## config.mk

```make
export PLATFORM = sky130hd
export DESIGN_NAME = watchdog_reset_timer
export DESIGN_NICKNAME = d
export VERILOG_FILES = /design/src/logic/watchdog_pkg.sv /design/src/logic/pin_sync.sv /design/src/logic/watchdog_reset_timer.sv
export SDC_FILE = /design/constraint.sdc
export NUM_CORES = 1
export LEC_CHECK = 0
export BUFFER_PORTS_ARGS = -buffer_cell sky130_fd_sc_hd__buf_2
export CORE_AREA = 2 2 88 90
export CTS_BUF_LIST = sky130_fd_sc_hd__clkbuf_8
export CTS_CLUSTER_DIAMETER = 80
export DETAILED_ROUTE_END_ITERATION = 10
export DIE_AREA = 0 0 90 92
export PLACE_DENSITY = 0.85
export SLEW_MARGIN = 30
export SYNTH_ARGS = -nofsm -noshare
export SYNTH_HDL_FRONTEND = slang
export SYNTH_SLANG_ARGS = --single-unit
```

## constraint.sdc

```tcl
create_clock -name aclk -period 2.1 [get_ports aclk]
set_clock_uncertainty 0.05 [all_clocks]
set_input_delay 0.42 -clock aclk [delete_from_list [all_inputs] [get_ports aclk]]
set_output_delay 0.42 -clock aclk [all_outputs]
set_load 0.1 [all_outputs]
```

## src/logic/watchdog_pkg.sv

```systemverilog
// watchdog package: register map, field positions, command codes, counts
// assumes a 32-bit axi4-lite slave with a 4-bit byte address
package watchdog_pkg;

  ////////////////////////////////////////////////////////////////////////////
  // bus
  localparam int          ADDR_W          = 4;
  localparam int          DATA_W          = 32;
  localparam logic [3:0]  STATUS_OFF      = 4'h0;
  localparam logic [3:0]  COMMAND_OFF     = 4'h4;
  localparam logic [3:0]  COUNT_OFF       = 4'h8;
  localparam logic [1:0]  RESP_OKAY       = 2'h0;
  localparam logic [1:0]  RESP_SLVERR     = 2'h2;

  ////////////////////////////////////////////////////////////////////////////
  // status register fields
  localparam int          ST_TIMEOUT_BIT  = 0;
  localparam int          ST_PD_FLAG_BIT  = 1;
  localparam int          ST_IN_PD_BIT    = 2;
  localparam int          ST_OPT_EN_BIT   = 3;
  localparam int          ST_OPT_OSC_BIT  = 4;
  localparam int          ST_OPT_TWO_BIT  = 5;

  ////////////////////////////////////////////////////////////////////////////
  // instruction codes written to the command register, low byte
  localparam logic [7:0]  CMD_CLEAR_SINGLE = 8'h01;
  localparam logic [7:0]  CMD_CLEAR_FIRST  = 8'h02;
  localparam logic [7:0]  CMD_CLEAR_SECOND = 8'h03;
  localparam logic [7:0]  CMD_HALT         = 8'h04;

  ////////////////////////////////////////////////////////////////////////////
  // timing
  localparam int          WATCHDOG_PRESCALE_BITS = 15;
  localparam logic [1:0]  INSTR_DIV_LAST    = 2'h3;  // divide by four
  localparam logic [14:0] PRESCALE_RESET    = 15'h0000;
  localparam logic [1:0]  DIV_RESET         = 2'h0;
  localparam logic [31:0] DATA_RESET        = 32'h0000_0000;

endpackage : watchdog_pkg

```

## src/logic/pin_sync.sv

```systemverilog
// three-stage synchroniser for a pin from outside the aclk domain
// assumes aclk runs far faster than the pin toggles
`timescale 1ns/1ps
`default_nettype none

module pin_sync #(
  parameter logic RESET_LEVEL = 1'b0
) (
  input  wire logic aclk,
  input  wire logic aresetn,
  input  wire logic pin_in,
  output var  logic level_out
);

  typedef struct packed {
    logic s1;
    logic s2;
    logic s3;
    logic stable;
  } sync_t;

  sync_t s_reg;
  sync_t s_next;

  // s1 is read only by s2; the level moves once s2 and s3 agree
  always_comb begin
    s_next    = s_reg;
    s_next.s1 = pin_in;
    s_next.s2 = s_reg.s1;
    s_next.s3 = s_reg.s2;
    if (s_reg.s2 == s_reg.s3) begin
      s_next.stable = s_reg.s3;
    end
  end

  always_ff @(posedge aclk) begin
    if (!aresetn) begin
      s_reg <= '{RESET_LEVEL, RESET_LEVEL, RESET_LEVEL, RESET_LEVEL};
    end else begin
      s_reg <= s_next;
    end
  end

  assign level_out = s_reg.stable;

endmodule : pin_sync

`default_nettype wire

```

## src/logic/watchdog_reset_timer.sv

```systemverilog
// watchdog reset timer with axi4-lite status and instruction port
// assumes the core posts its clear and halt instructions as command writes
// and that option straps are steady while aresetn is low
//
// Behaviour
// - the count runs from the internal oscillator pin or from the instruction clock, by option.
// - with the watchdog option off, the clear instructions do nothing; halt still enters power-down and sets its flags.
// - a 15-bit prescaler and a clearable final bit give a time-out of 2^15 to 2^16 ticks.
// - a software clear zeroes only the final bit and leaves the prescaler count.
// - overflow while running pulses the device reset and sets the time-out flag.
// - overflow in power-down sets the time-out flag and pulses only the pc and stack reset.
// - the count is cleared by the external reset pin and halt; the clear instructions zero only the final bit.
// - an option picks single-instruction or two-instruction clearing.
// - in two-instruction mode only the opposite instruction completes a clear.
// - on the instruction clock the count stops during power-down.
// - enable, source and clear mode are caught once after reset and never change.
// - no register sets the period; it depends only on the tick rate.
// - the instruction clock is one enable pulse per four system clocks.
// - halt clears the count; it keeps running on the oscillator and stops otherwise.
// - halt sets the power-down flag and clears the time-out flag; a clear resets it.
`timescale 1ns/1ps
`default_nettype none

module watchdog_reset_timer
  import watchdog_pkg::*;
#(
  parameter int PRESCALE_BITS = WATCHDOG_PRESCALE_BITS
) (
  input  wire logic              aclk,
  input  wire logic              aresetn,
  input  wire logic [ADDR_W-1:0] s_axil_awaddr,
  input  wire logic              s_axil_awvalid,
  output var  logic              s_axil_awready,
  input  wire logic [DATA_W-1:0] s_axil_wdata,
  input  wire logic [3:0]        s_axil_wstrb,
  input  wire logic              s_axil_wvalid,
  output var  logic              s_axil_wready,
  output var  logic [1:0]        s_axil_bresp,
  output var  logic              s_axil_bvalid,
  input  wire logic              s_axil_bready,
  input  wire logic [ADDR_W-1:0] s_axil_araddr,
  input  wire logic              s_axil_arvalid,
  output var  logic              s_axil_arready,
  output var  logic [DATA_W-1:0] s_axil_rdata,
  output var  logic [1:0]        s_axil_rresp,
  output var  logic              s_axil_rvalid,
  input  wire logic              s_axil_rready,
  input  wire logic              opt_watchdog_enable,
  input  wire logic              opt_clock_osc,
  input  wire logic              opt_clear_two,
  input  wire logic              watchdog_osc_in,
  input  wire logic              external_reset_pin_n,
  output var  logic              device_reset,
  output var  logic              pc_stack_reset,
  output var  logic              timeout_flag,
  output var  logic              power_down_flag,
  output var  logic              power_down
);

  localparam logic [14:0] PRESCALE_MAX = 15'((32'h1 << PRESCALE_BITS) - 32'h1);

  typedef struct packed {
    logic              opt_loaded;
    logic              opt_enable;
    logic              opt_osc;
    logic              opt_two;
    logic [1:0]        div_cnt;
    logic              osc_prev;
    logic [14:0]       prescale;
    logic              final_stage;
    logic              first_seen;
    logic              second_seen;
    logic              timeout_flag;
    logic              power_down_flag;
    logic              in_power_down;
    logic              device_reset;
    logic              pc_stack_reset;
    logic              aw_held;
    logic [ADDR_W-1:0] aw_addr;
    logic              w_held;
    logic [DATA_W-1:0] w_data;
    logic [3:0]        w_strb;
    logic              bvalid;
    logic [1:0]        bresp;
    logic              rvalid;
    logic [DATA_W-1:0] rdata;
    logic [1:0]        rresp;
  } watchdog_state_t;

  watchdog_state_t s_reg;
  watchdog_state_t s_next;

  logic osc_level;
  logic ext_level;
  logic ext_rst_active;
  logic instr_tick;
  logic osc_rise;
  logic wd_tick;
  logic wr_commit;
  logic cmd_single;
  logic cmd_first;
  logic cmd_second;
  logic cmd_halt;
  logic sw_clear;
  logic overflow;
  logic [DATA_W-1:0] status_word;
  logic [DATA_W-1:0] count_word;

  ////////////////////////////////////////////////////////////////////////////
  // pin synchronisers

  pin_sync #(.RESET_LEVEL(1'b0)) u_osc_sync (
    .aclk      (aclk),
    .aresetn   (aresetn),
    .pin_in    (watchdog_osc_in),
    .level_out (osc_level)
  );

  pin_sync #(.RESET_LEVEL(1'b1)) u_ext_sync (
    .aclk      (aclk),
    .aresetn   (aresetn),
    .pin_in    (external_reset_pin_n),
    .level_out (ext_level)
  );

  assign ext_rst_active = !ext_level;

  ////////////////////////////////////////////////////////////////////////////
  // tick sources and instruction decode

  // system clock is halted in power-down, so the instruction clock stops too
  assign instr_tick = (s_reg.div_cnt == INSTR_DIV_LAST) && !s_reg.in_power_down;
  assign osc_rise   = osc_level && !s_reg.osc_prev;
  assign wd_tick    = s_reg.opt_loaded && s_reg.opt_enable &&
                      (s_reg.opt_osc ? osc_rise : instr_tick);

  assign wr_commit  = s_reg.aw_held && s_reg.w_held;
  assign cmd_single = wr_commit && (s_reg.aw_addr == COMMAND_OFF) && s_reg.w_strb[0] &&
                      (s_reg.w_data[7:0] == CMD_CLEAR_SINGLE);
  assign cmd_first  = wr_commit && (s_reg.aw_addr == COMMAND_OFF) && s_reg.w_strb[0] &&
                      (s_reg.w_data[7:0] == CMD_CLEAR_FIRST);
  assign cmd_second = wr_commit && (s_reg.aw_addr == COMMAND_OFF) && s_reg.w_strb[0] &&
                      (s_reg.w_data[7:0] == CMD_CLEAR_SECOND);
  assign cmd_halt   = wr_commit && (s_reg.aw_addr == COMMAND_OFF) && s_reg.w_strb[0] &&
                      (s_reg.w_data[7:0] == CMD_HALT);

  // a clear that never completes in two-instruction mode is the core's fault
  always_comb begin
    sw_clear = 1'b0;
    if (s_reg.opt_loaded && s_reg.opt_enable) begin
      if (s_reg.opt_two) begin
        sw_clear = (cmd_first && s_reg.second_seen) ||
                   (cmd_second && s_reg.first_seen);
      end else begin
        sw_clear = cmd_single;
      end
    end
  end

  // a clear or halt in the overflow cycle wins, the core was in time
  assign overflow = wd_tick && (s_reg.prescale == PRESCALE_MAX) && s_reg.final_stage &&
                    !sw_clear && !cmd_halt && !ext_rst_active;

  assign status_word = {26'h0000000,
                        s_reg.opt_two, s_reg.opt_osc, s_reg.opt_enable,
                        s_reg.in_power_down, s_reg.power_down_flag,
                        s_reg.timeout_flag};
  assign count_word  = {16'h0000, s_reg.final_stage, s_reg.prescale};

  ////////////////////////////////////////////////////////////////////////////
  // next state

  always_comb begin
    s_next                = s_reg;
    s_next.device_reset   = 1'b0;
    s_next.pc_stack_reset = 1'b0;
    s_next.osc_prev       = osc_level;

    // options are caught once, then only aresetn reloads them
    if (!s_reg.opt_loaded) begin
      s_next.opt_loaded = 1'b1;
      s_next.opt_enable = opt_watchdog_enable;
      s_next.opt_osc    = opt_clock_osc;
      s_next.opt_two    = opt_clear_two;
    end

    if (!s_reg.in_power_down) begin
      s_next.div_cnt = s_reg.div_cnt + 2'h1;
    end

    // two-instruction bookkeeping
    if (s_reg.opt_enable && s_reg.opt_two) begin
      if (sw_clear) begin
        s_next.first_seen  = 1'b0;
        s_next.second_seen = 1'b0;
      end else if (cmd_first) begin
        s_next.first_seen  = 1'b1;
      end else if (cmd_second) begin
        s_next.second_seen = 1'b1;
      end
    end

    // count chain
    if (wd_tick) begin
      if (s_reg.prescale == PRESCALE_MAX) begin
        s_next.prescale    = PRESCALE_RESET;
        s_next.final_stage = !s_reg.final_stage;
      end else begin
        s_next.prescale = s_reg.prescale + 15'h0001;
      end
    end
    if (sw_clear) begin
      s_next.final_stage     = 1'b0;
      s_next.power_down_flag = 1'b0;
    end

    if (cmd_halt) begin
      s_next.in_power_down   = 1'b1;
      s_next.power_down_flag = 1'b1;
      s_next.timeout_flag    = 1'b0;
      if (s_reg.opt_enable) begin
        s_next.prescale    = PRESCALE_RESET;
        s_next.final_stage = 1'b0;
        s_next.first_seen  = 1'b0;
        s_next.second_seen = 1'b0;
      end
    end

    if (ext_rst_active) begin
      s_next.prescale      = PRESCALE_RESET;
      s_next.final_stage   = 1'b0;
      s_next.first_seen    = 1'b0;
      s_next.second_seen   = 1'b0;
      s_next.in_power_down = 1'b0;
    end

    // halt in the same cycle blocks the overflow, so its flag clear wins
    if (overflow) begin
      s_next.timeout_flag = 1'b1;
      s_next.first_seen   = 1'b0;
      s_next.second_seen  = 1'b0;
      if (s_reg.in_power_down) begin
        s_next.pc_stack_reset = 1'b1;
        s_next.in_power_down  = 1'b0;
      end else begin
        s_next.device_reset = 1'b1;
      end
    end

    // axi4-lite write channels, taken in either order
    if (s_axil_awvalid && s_axil_awready) begin
      s_next.aw_held = 1'b1;
      s_next.aw_addr = s_axil_awaddr;
    end
    if (s_axil_wvalid && s_axil_wready) begin
      s_next.w_held = 1'b1;
      s_next.w_data = s_axil_wdata;
      s_next.w_strb = s_axil_wstrb;
    end
    if (wr_commit) begin
      s_next.aw_held = 1'b0;
      s_next.w_held  = 1'b0;
      s_next.bvalid  = 1'b1;
      if ((s_reg.aw_addr == STATUS_OFF) || (s_reg.aw_addr == COMMAND_OFF) ||
          (s_reg.aw_addr == COUNT_OFF)) begin
        s_next.bresp = RESP_OKAY;
      end else begin
        s_next.bresp = RESP_SLVERR;
      end
    end else if (s_reg.bvalid && s_axil_bready) begin
      s_next.bvalid = 1'b0;
    end

    // axi4-lite read
    if (s_axil_arvalid && s_axil_arready) begin
      s_next.rvalid = 1'b1;
      s_next.rresp  = RESP_OKAY;
      case (s_axil_araddr)
        STATUS_OFF:  s_next.rdata = status_word;
        COMMAND_OFF: s_next.rdata = DATA_RESET;
        COUNT_OFF:   s_next.rdata = count_word;
        default: begin
          s_next.rdata = DATA_RESET;
          s_next.rresp = RESP_SLVERR;
        end
      endcase
    end else if (s_reg.rvalid && s_axil_rready) begin
      s_next.rvalid = 1'b0;
    end
  end

  always_ff @(posedge aclk) begin
    if (!aresetn) begin
      s_reg <= '{opt_loaded: 1'b0, opt_enable: 1'b0, opt_osc: 1'b0, opt_two: 1'b0,
                 div_cnt: DIV_RESET, osc_prev: 1'b0, prescale: PRESCALE_RESET,
                 final_stage: 1'b0, first_seen: 1'b0, second_seen: 1'b0,
                 timeout_flag: 1'b0, power_down_flag: 1'b0, in_power_down: 1'b0,
                 device_reset: 1'b0, pc_stack_reset: 1'b0, aw_held: 1'b0,
                 aw_addr: STATUS_OFF, w_held: 1'b0, w_data: DATA_RESET, w_strb: 4'h0,
                 bvalid: 1'b0, bresp: RESP_OKAY, rvalid: 1'b0, rdata: DATA_RESET,
                 rresp: RESP_OKAY};
    end else begin
      s_reg <= s_next;
    end
  end

  ////////////////////////////////////////////////////////////////////////////
  // outputs

  assign s_axil_awready  = !s_reg.aw_held && !s_reg.bvalid;
  assign s_axil_wready   = !s_reg.w_held && !s_reg.bvalid;
  assign s_axil_bvalid   = s_reg.bvalid;
  assign s_axil_bresp    = s_reg.bresp;
  assign s_axil_arready  = !s_reg.rvalid;
  assign s_axil_rvalid   = s_reg.rvalid;
  assign s_axil_rdata    = s_reg.rdata;
  assign s_axil_rresp    = s_reg.rresp;
  assign device_reset    = s_reg.device_reset;
  assign pc_stack_reset  = s_reg.pc_stack_reset;
  assign timeout_flag    = s_reg.timeout_flag;
  assign power_down_flag = s_reg.power_down_flag;
  assign power_down      = s_reg.in_power_down;
endmodule : watchdog_reset_timer

`default_nettype wire

```

==> results of run 1 <==
power breakdown:
part,internal (uW),switching [uW]
registers,1420,22.9
clock network,669,551
logic,112,340
total,2200,914
area by class of cell:
cell class	instances	area [um2]
Clock buffer	9	124
Clock inverter	7	93.8
Fill cell	688	3370
Inverter	7	30.0
Multi-Input combinational cell	266	1720
Sequential cell	73	1470
Tap cell	102	128
Timing Repair Buffer	87	513
metrics by stage:
step / hold slack, ps / util (%) / area [um2]
2_1_floorplan: 336 / - / 3570
3_3_place_gp: 345 / 51.5 / 3830
3_5_place_dp: 348 / 51.5 / 3830
4_1_cts: 191 / 54.4 / 4050
5_1_grt: 219 / 54.8 / 4080
6_report: 200 / 54.8 / 4080
repair_timing:
item	in CTS	in global routing
setup endpoints to repair	0	11
buffers inserted	0	3
resized for setup	0	2
worst register-to-register path, cell delays in order, from the launching register on:
cell     delay (ps)
dfxtp_1         310
or3_1           450
nor4_4          270
buf_4           220
nor4b_4          80
buf_4           180
a21o_1          160
a22o_1          170
layer usage:
metal	GRT usage [%]	routed length, um	up-vias
li1	-	-	1421
met4	7.44	129	0
met1	21.2	3280	1302
met2	32.0	3510	84
met5	0	0	-
met3	5.09	360	10
Yosys cell counts (2+ instances only):
| library cell | n | area share (%) |
|---|---|---|
| buf_4 | 36 | 7.8 |
| nor4_1 | 3 | 0.54 |
| o21ai_0 | 5 | 0.72 |
| and2_1 | 9 | 1.6 |
| nand4_1 | 8 | 1.4 |
| a22oi_1 | 11 | 2.4 |
| mux2i_1 | 19 | 5.5 |
| a21oi_1 | 23 | 3.3 |
| nand3_1 | 12 | 1.7 |
| nor2b_1 | 24 | 4.3 |
| nor3b_1 | 4 | 0.87 |
| clkbuf_1 | 14 | 1.5 |
| a21boi_0 | 14 | 3.0 |
| nor3_1 | 11 | 1.6 |
| o21a_1 | 2 | 0.43 |
| dfxtp_1 | 73 | 42 |
| and3_1 | 4 | 0.72 |
| nand2b_1 | 9 | 1.6 |
| buf_6 | 2 | 0.65 |
| o31ai_1 | 2 | 0.43 |
| a21o_1 | 3 | 0.65 |
| or4_1 | 2 | 0.43 |
| a211o_1 | 2 | 0.51 |
| a22o_1 | 3 | 0.76 |
| inv_1 | 7 | 0.76 |
| nor2_1 | 10 | 1.1 |
| xnor2_1 | 3 | 0.76 |
| ha_1 | 2 | 0.72 |
| or3_1 | 2 | 0.36 |
| nand4bb_1 | 2 | 0.65 |
| nand2_1 | 37 | 4.0 |
cell families after synthesis:
group / Yosys count / synth area share [%]
multiplexers: 19 / 5.49
adder cells (fa/ha/maj): 2 / 0.722
AO/OA/AOI/OAI: 75 / 15.0
AND/OR/NAND/NOR: 148 / 24.7
other: 1 / 0.108
buffers and inverters: 60 / 10.9
flip-flops: 73 / 42.2
XOR/XNOR: 4 / 1.01
worst max-delay path by stage:
| stage | startpoint | end |
|---|---|---|
| floorplan | power_down | flop |
| global placement | s_reg[104] | flop |
| detailed placement | s_reg[104] | device_reset |
| CTS | s_reg[104] | device_reset |
| global route | s_reg[104] | flop |
| finish | s_reg[46] | flop |
==> results.md, run 1 <==
* Outcome: finished, final reports clean
* Syn avg cell area at 9.08 um2
* Clock latency on the worst-skew pair at 350 ps
* Starting Density at 46.6%
* Clk buf depth at 2
* WP depth at 7
* Worst Path Required at 2300 ps
* Worst path most repeated cell: buf_4
* Remaining antenna violation count at 0
* Hold depth at 2
* Die height at 92 um
* Final setup violation count at 0
* Slew of the pin with the lowest slew margin at 747 ps
* Yosys reg bits at 73
* Hold path endpoint: u_ext_sync.s_next[2]
* Yosys cell types at 55
* GR Util All Layers at 18.3%
* Final hold viol count at 0
* Power Total at 3120 uW
* Routed wire per std cell at 13.2 um
* Setup tns final at 0 ps
* Via/cell ratio at 5.11
* Commonest non-fill, non-tap cell in the layout: dfxtp_1
* Post-Route WL at 7280 um
* Dpl ws at 37.3 ps
* Vias after detailed routing at 2817
* Dpl hpwl at 5360 um
* CP max-delay cell: or3_1
* Final net count at 502
* Die area at 0.00828 mm2
* Number of synthesized flops with an enable pin at 0
* CTS buffer count at 9
* Critical path buffer and inverter count at 2
* Seq/Total Area, Yosys at 42.2%
* Global-route wire length before repair at 12200 um
* Max-cap violations at 0
* Hold buffer count at cts at 0
* TritonCTS clock tree: yes
* Clock Sinks at 73
* # diodes at 0
* R2R cell count at 7
* Final Max Tran Viols at 0
* IO Port Bufs at 56
* Finished Layout Cells at 551
* Top_reg_cell synth: dfxtp_1
* CP Launch Type: flop
* CTS root buffer: clkbuf_8
* Crit path capture type: flop
* Ys async rst share at 0%
* Min-Delay Path Class: in2reg
* Slowest stage delay, CP at 450 ps
* Worst slew margin at 50.1%
* Final min period at 1980 ps
* Critical path arrival at 2180 ps
* PD cells at 764 mW/mm2
* Post-route setup slack at 123 ps
* Layout cells sized above 1 at 26.9%
* Cells after DPL at 532
* Clk slew on worst S/H paths at 80 ps
* Crit path kind: reg2reg
* Cell family with most CP delay: simple AND/OR/NAND/NOR gates
* Rows at 32
* Pleak at 0.00167 uW
* Iteration-0 DRC Markers at 100
* Largest net degree at the start of global routing at 53
* RSZ-0062 raised after global routing: false
* Yosys warning total at 0
* Crit-path max FO at 9
* Synthesized area at 0.00347 mm2
* GRT overflow at 0
* Area growth syn-to-layout at 17.7%
* Die Wd at 90 um
* Most frequent cells in the layout: dfxtp_1 (69), buf_2 (56), nand2_1 (36)
* H-tree levels at 3
* Achievable Freq at 506 MHz
* Initial antenna violation count at 0
* Placer Congestion at 0.890
* Drc violations at 0
* First-pass iteration count of the detailed router at 4
* Hold path startpoint: external_reset_pin_n
* Final period util at 94.1%
* I/O pin count at 102
* Mapped Cells at 382
* Vias in the first global route at 2664
* Worst r2r src: s_reg[46]
* Reg2reg setup slack at 120 ps
* Crit path cell chain: or3_1 -> nor4_4 -> buf_4 -> nor4b_4 -> buf_4 -> a21o_1 -> a22o_1
* Core area at 0.00745 mm2
* Maximum VDD drop at 0.000470 V
Power figures use the tool's default switching activity.
==> inputs of run 2 (changes only) <==
--- a/config.mk
+++ b/config.mk
@@ -6,13 +6,15 @@
 export NUM_CORES = 1
 export LEC_CHECK = 0
 export BUFFER_PORTS_ARGS = -buffer_cell sky130_fd_sc_hd__buf_2
+export CAP_MARGIN = 5
 export CORE_AREA = 2 2 88 90
 export CTS_BUF_LIST = sky130_fd_sc_hd__clkbuf_8
 export CTS_CLUSTER_DIAMETER = 80
 export DETAILED_ROUTE_END_ITERATION = 10
 export DIE_AREA = 0 0 90 92
-export PLACE_DENSITY = 0.85
+export PLACE_DENSITY = 0.84
 export SLEW_MARGIN = 30
 export SYNTH_ARGS = -nofsm -noshare
 export SYNTH_HDL_FRONTEND = slang
+export SYNTH_HIERARCHICAL = 1
 export SYNTH_SLANG_ARGS = --single-unit
==> results.md, run 2 <==
* Commonest non-fill, non-tap cell in the layout: dfxtp_1
* Filler cell count at 653
* Max-cap violations at 0
* Top_reg_cell synth: dfxtp_1
* Worst Path Required at 2290 ps
* Routed wire per std cell at 12.7 um
* First-pass iteration count of the detailed router at 4
* CTS root buffer: clkbuf_8
* Yosys warning total at 6
* Mapped Cells at 380
* CP Launch Type: flop
* Vias after detailed routing at 2868
* Critical path arrival at 2350 ps
* IO Port Bufs at 56
* Clk buf depth at 2
* Outcome: finished with violations
* Achievable Freq at 463 MHz
* Final setup violation count at 7
* Synthesized area at 0.00342 mm2
* Drc violations at 0
* Placed cell area at 0.00386 mm2
* CP max-delay cell: or4_4
* Clock latency on the worst-skew pair at 350 ps
* GRT overflow at 0
* Crit path capture type: flop
* Reg area at 0.00147 mm2
* Die Wd at 90 um
* Pleak at 0.00172 uW
* Hold path endpoint: u_ext_sync/s_next[2]
* Share of the synthesized area in the top cell type at 42.7%
* Hold depth at 2
* TritonCTS clock tree: yes
* Crit path kind: reg2reg
* Ys async rst share at 0%
* Synth top area cells: dfxtp_1 (43%), buf_4 (8.1%), mux2i_1 (5.0%)
* RSZ-0062 raised after global routing: true
* Crit-path max FO at 5
* Via/cell ratio at 5.17
* Clock Sinks at 73
* # diodes at 0
* Final Instance Area at 0.00411 mm2
* I/O pin count at 102
* Die area at 0.00828 mm2
* H-tree levels at 3
* Seq/Total Area, Yosys at 42.7%
* Routed wl met3 at 285 um
* Final Max Tran Viols at 0
* Remaining antenna violation count at 0
* Hold path startpoint: external_reset_pin_n
* Synth cell count leaders: dfxtp_1 (73), buf_4 (37), nand2_1 (35)
* Die height at 92 um
* Min-Delay Path Class: in2reg
* Number of synthesized flops with an enable pin at 0
* Reg2reg setup slack at -60 ps
* R2R cell count at 6
* Slowest stage delay, CP at 570 ps
* Iteration-0 DRC Markers at 202
* Critical path buffer and inverter count at 1
* Largest net degree at the start of global routing at 54
* Clk slew on worst S/H paths at 80 ps
* Rows at 32
* Area of the multi-input gates at 0.00172 mm2
* Max Used Layer: met4
* Layout cells sized above 1 at 27.6%
* Area growth syn-to-layout at 20.2%
* Crit path cell chain: or4_4 -> or4_4 -> a211o_1 -> buf_4 -> a21oi_1 -> nor2b_1
* Failing checks: setup timing
* Core area at 0.00745 mm2
* PD cells at 759 mW/mm2
* Worst path most repeated cell: or4_4
* Syn avg cell area at 9.01 um2
* Hold buffer count at cts at 0
* Yosys reg bits at 73
* Post-Route M1 WL at 3100 um
* Worst R2R End: power_down_flag
* Met2 Routed Length at 3470 um
* Final hold viol count at 0
* Final min period at 2160 ps
* Placer Congestion at 0.846
* WP depth at 6
* Vias in the first global route at 2723
* CTS buffer count at 9
* Final net count at 506
* Cell family with most CP delay: simple AND/OR/NAND/NOR gates
* Worst r2r src: s_reg[45]
* Maximum VDD drop at 0.000320 V
* GR Util All Layers at 17.7%
* Setup tns final at -189 ps
* Final period util at 103%
* Initial antenna violation count at 0
* Post-route setup slack at -60.2 ps
* Dpl hpwl at 5160 um
* Yosys cell types at 53
* Synth area leader: dfxtp_1
* Most frequent cells in the layout: dfxtp_1 (70), buf_2 (56), nand2_1 (35)
* Post-Route WL at 7080 um
* Starting Density at 46.0%
* Count leader, synth: dfxtp_1
* Global-route wire length before repair at 12000 um
[run 2: stage by stage]
| stage | cells | total power (uW) | hold slack (ps) | utilization (%) | setup slack [ps] |
|---|---|---|---|---|---|
| CTS | 554 | 3140 | 187 | 54.9 | -62.5 |
| detailed placement | 538 | 1940 | 344 | 51.8 | -66.7 |
| finish | 555 | 3120 | 200 | 55.2 | -60.2 |
| global placement | 538 | 1930 | 341 | 51.7 | -114 |
| floorplan | 397 | 1870 | 336 | - | 6.49 |
| global route | 555 | 3230 | 206 | 55.2 | -132 |
[run 2: timing repair]
action / CTS / global route
cloned: 0 / 0
pin swaps: 2 / 1
buffers inserted: 0 / 1
resized for setup: 2 / 3
setup endpoints to repair: 14 / 17
[run 2: worst max path at each step]
stage	slack (ps)	to	start
2_1_floorplan	6	s_axil_rresp[1]	s_axil_rvalid
3_3_place_gp	-110	flop	s_reg[104]
3_5_place_dp	-70	s_reg[86]	s_reg[45]
4_1_cts	-60	s_reg[86]	s_reg[45]
5_1_grt	-130	s_reg[86]	s_reg[45]
6_report	-60	power_down_flag	s_reg[45]
[run 2: final cells by class]
type / count / area share, %
clock buffer: 10 / 3.35
clock inverter: 6 / 2.01
inverter: 10 / 1.00
multi-input combinational: 264 / 41.8
sequential: 73 / 35.7
tap: 102 / 3.10
timing repair buffer: 90 / 13.0
[run 2: per-layer routing]
layer / track usage, % / vias to the layer above
met4: 11.3 / 0
met5: 0 / -
met1: 20.5 / 1333
met2: 30.4 / 91
met3: 3.20 / 17
li1: - / 1427
[run 2: cells by family after synthesis]
logic type,count (synthesis),share of synthesized area [%]
AO/OA/AOI/OAI,73,15.0
XOR/XNOR,4,1.02
adder cells (fa/ha/maj),2,0.731
buffers and inverters,60,10.6
flip-flops,73,42.7
multiplexers,17,4.97
other,1,0.110
AND/OR/NAND/NOR,150,24.8
[run 2: where the power goes]
group / total (uW) / internal, uW / switching [uW] / leakage (uW)
clock: 1210 / 695 / 511 / 0.000117
combinational: 461 / 119 / 342 / 0.00101
sequential: 1450 / 1420 / 31.6 / 0.000595
total: 3120 / 2240 / 885 / 0.00172
==> inputs of run 3 (changes only) <==
--- a/config.mk
+++ b/config.mk
@@ -7,12 +7,12 @@
 export LEC_CHECK = 0
 export BUFFER_PORTS_ARGS = -buffer_cell sky130_fd_sc_hd__buf_2
 export CAP_MARGIN = 5
-export CORE_AREA = 2 2 88 90
+export CORE_AREA = 2 2 84 86
 export CTS_BUF_LIST = sky130_fd_sc_hd__clkbuf_8
 export CTS_CLUSTER_DIAMETER = 80
 export DETAILED_ROUTE_END_ITERATION = 10
-export DIE_AREA = 0 0 90 92
-export PLACE_DENSITY = 0.84
+export DIE_AREA = 0 0 86 88
+export PLACE_DENSITY = 0.88
 export SLEW_MARGIN = 30
 export SYNTH_ARGS = -nofsm -noshare
 export SYNTH_HDL_FRONTEND = slang
==> constraint.sdc (replaced) <==
create_clock -name aclk -period 2.14 [get_ports aclk]
set_clock_uncertainty 0.05 [all_clocks]
set_input_delay 0.428 -clock aclk [delete_from_list [all_inputs] [get_ports aclk]]
set_output_delay 0.428 -clock aclk [all_outputs]
set_load 0.1 [all_outputs]
==> results.md, run 3 (same netlist as run 2, synthesis figures left out) <==
* Final min period at 2210 ps
* Failing checks: setup timing
* Final period util at 103%
* Most frequent cells in the layout: dfxtp_1 (69), buf_2 (57), nand2_1 (35)
* Die height at 88 um
* Hold path startpoint: external_reset_pin_n
* Final core occ at 60.6%
* Drc violations at 0
* Post-Route WL at 7530 um
* Critical path arrival at 2420 ps
* Routed wire per std cell at 14.3 um
* Final Max Tran Viols at 0
* Vias in the first global route at 2629
* Hold buffer count at cts at 0
* TritonCTS clock tree: yes
* RSZ-0062 raised after global routing: true
* GR Util All Layers at 20.0%
* Initial antenna violation count at 0
* Worst slew margin at 57.8%
* Worst R2R End: power_down_flag
* Setup tns final at -135 ps
* Dpl ws at -136 ps
* PD cells at 718 mW/mm2
* Hold path endpoint: u_ext_sync/s_next[2]
* IO Port Bufs at 56
* Post-route setup slack at -74.8 ps
* Die Wd at 86 um
* Crit path capture type: flop
* Core area at 0.00664 mm2
* Remaining antenna violation count at 0
* # diodes at 0
* First-pass iteration count of the detailed router at 4
* H-tree levels at 3
* Crit path kind: reg2reg
* Slew of the pin with the lowest slew margin at 629 ps
* Clock latency on the worst-skew pair at 350 ps
* Global-route wire length before repair at 11700 um
* Worst r2r src: s_reg[47]
* Rows at 30
* GRT overflow at 0
* Maximum VDD drop at 0.000323 V
* Placer Congestion at 0.906
* Final hold viol count at 0
* Die area at 0.00757 mm2
* Hold depth at 2
* Via/cell ratio at 5.52
* Final net count at 500
* Worst Path Required at 2340 ps
* Clock Sinks at 73
* I/O pin count at 102
* Area growth syn-to-layout at 17.6%
* Achievable Freq at 452 MHz
* Dpl hpwl at 5160 um
* Vias after detailed routing at 2908
* Clk buf depth at 2
* Max-cap violations at 0
* Outcome: finished with violations
* Clk slew on worst S/H paths at 70 ps
* Layout cells sized above 1 at 27.3%
* CTS buffer count at 9
* Iteration-0 DRC Markers at 195
* Starting Density at 51.5%
* Reg2reg setup slack at -70 ps
* CTS root buffer: clkbuf_8
* R2R cell count at 6
* Crit-path max FO at 4
* Power Total at 2890 uW
* Commonest non-fill, non-tap cell in the layout: dfxtp_1
* Final setup violation count at 3
* CP Launch Type: flop
* Largest net degree at the start of global routing at 54
* Min-Delay Path Class: in2reg
* Pleak at 0.00169 uW
==> run 3: cell count changes in the layout (fill, tap and decap cells not counted), sizes merged <==
cell / previous run / this run
buf: 90 / 84
bufinv: 2 / 1
clkbuf: 10 / 9
inv: 10 / 12
==> run 3: metrics by stage <==
stage	cell area, um2	hold slack (ps)	instances
4_1_cts	4000	199	527
6_report	4020	205	527
3_3_place_gp	3770	343	509
3_5_place_dp	3770	345	509
2_1_floorplan	3520	336	397
5_1_grt	4020	205	527
==> run 3: power breakdown <==
part / total, uW / switching (uW) / internal [uW]
registers: 1430 / 30.8 / 1400
logic: 457 / 339 / 118
clock network: 1000 / 485 / 519
==> run 3: layout make-up <==
cell class	instances	area (um2)
clock inverters	7	56.3
well taps	80	100
multi-input cells	264	1740
clock buffers	9	124
inverters	10	41.3
flip-flops and latches	73	1470
fillers	544	2620
repair buffers	84	495
==> run 3: routing by layer <==
metal	GRT usage, %	vias to the layer above	wire [um]
met2	33.1	101	3680
met4	12.7	0	189
met1	23.3	1369	3200
met3	4.90	20	456
li1	-	1418	-
met5	0	-	0
==> run 3: critical path, cell delays in order, from the launching register on <==
cell	delay [ps]
dfxtp_2	320
or4_4	560
or4_4	490
a211o_1	290
buf_4	170
a21oi_1	170
nor2b_1	60
==> run 3: how the worst max path moves through the flow <==
stage | startpoint | end | slack (ps)
floorplan | s_reg[45] | s_reg[86] | 5
global placement | s_reg[45] | flop | -50
detailed placement | s_reg[104] | flop | -140
CTS | s_reg[47] | s_reg[86] | -9
global route | s_reg[47] | power_down_flag | -120
finish | s_reg[47] | power_down_flag | -70
==> run 3: what timing repair did <==
action,in CTS,in global routing
resized for setup,7,6
endpoints found under the setup margin,18,17
buffers inserted,1,0
cloned,1,0
pin swaps,4,3
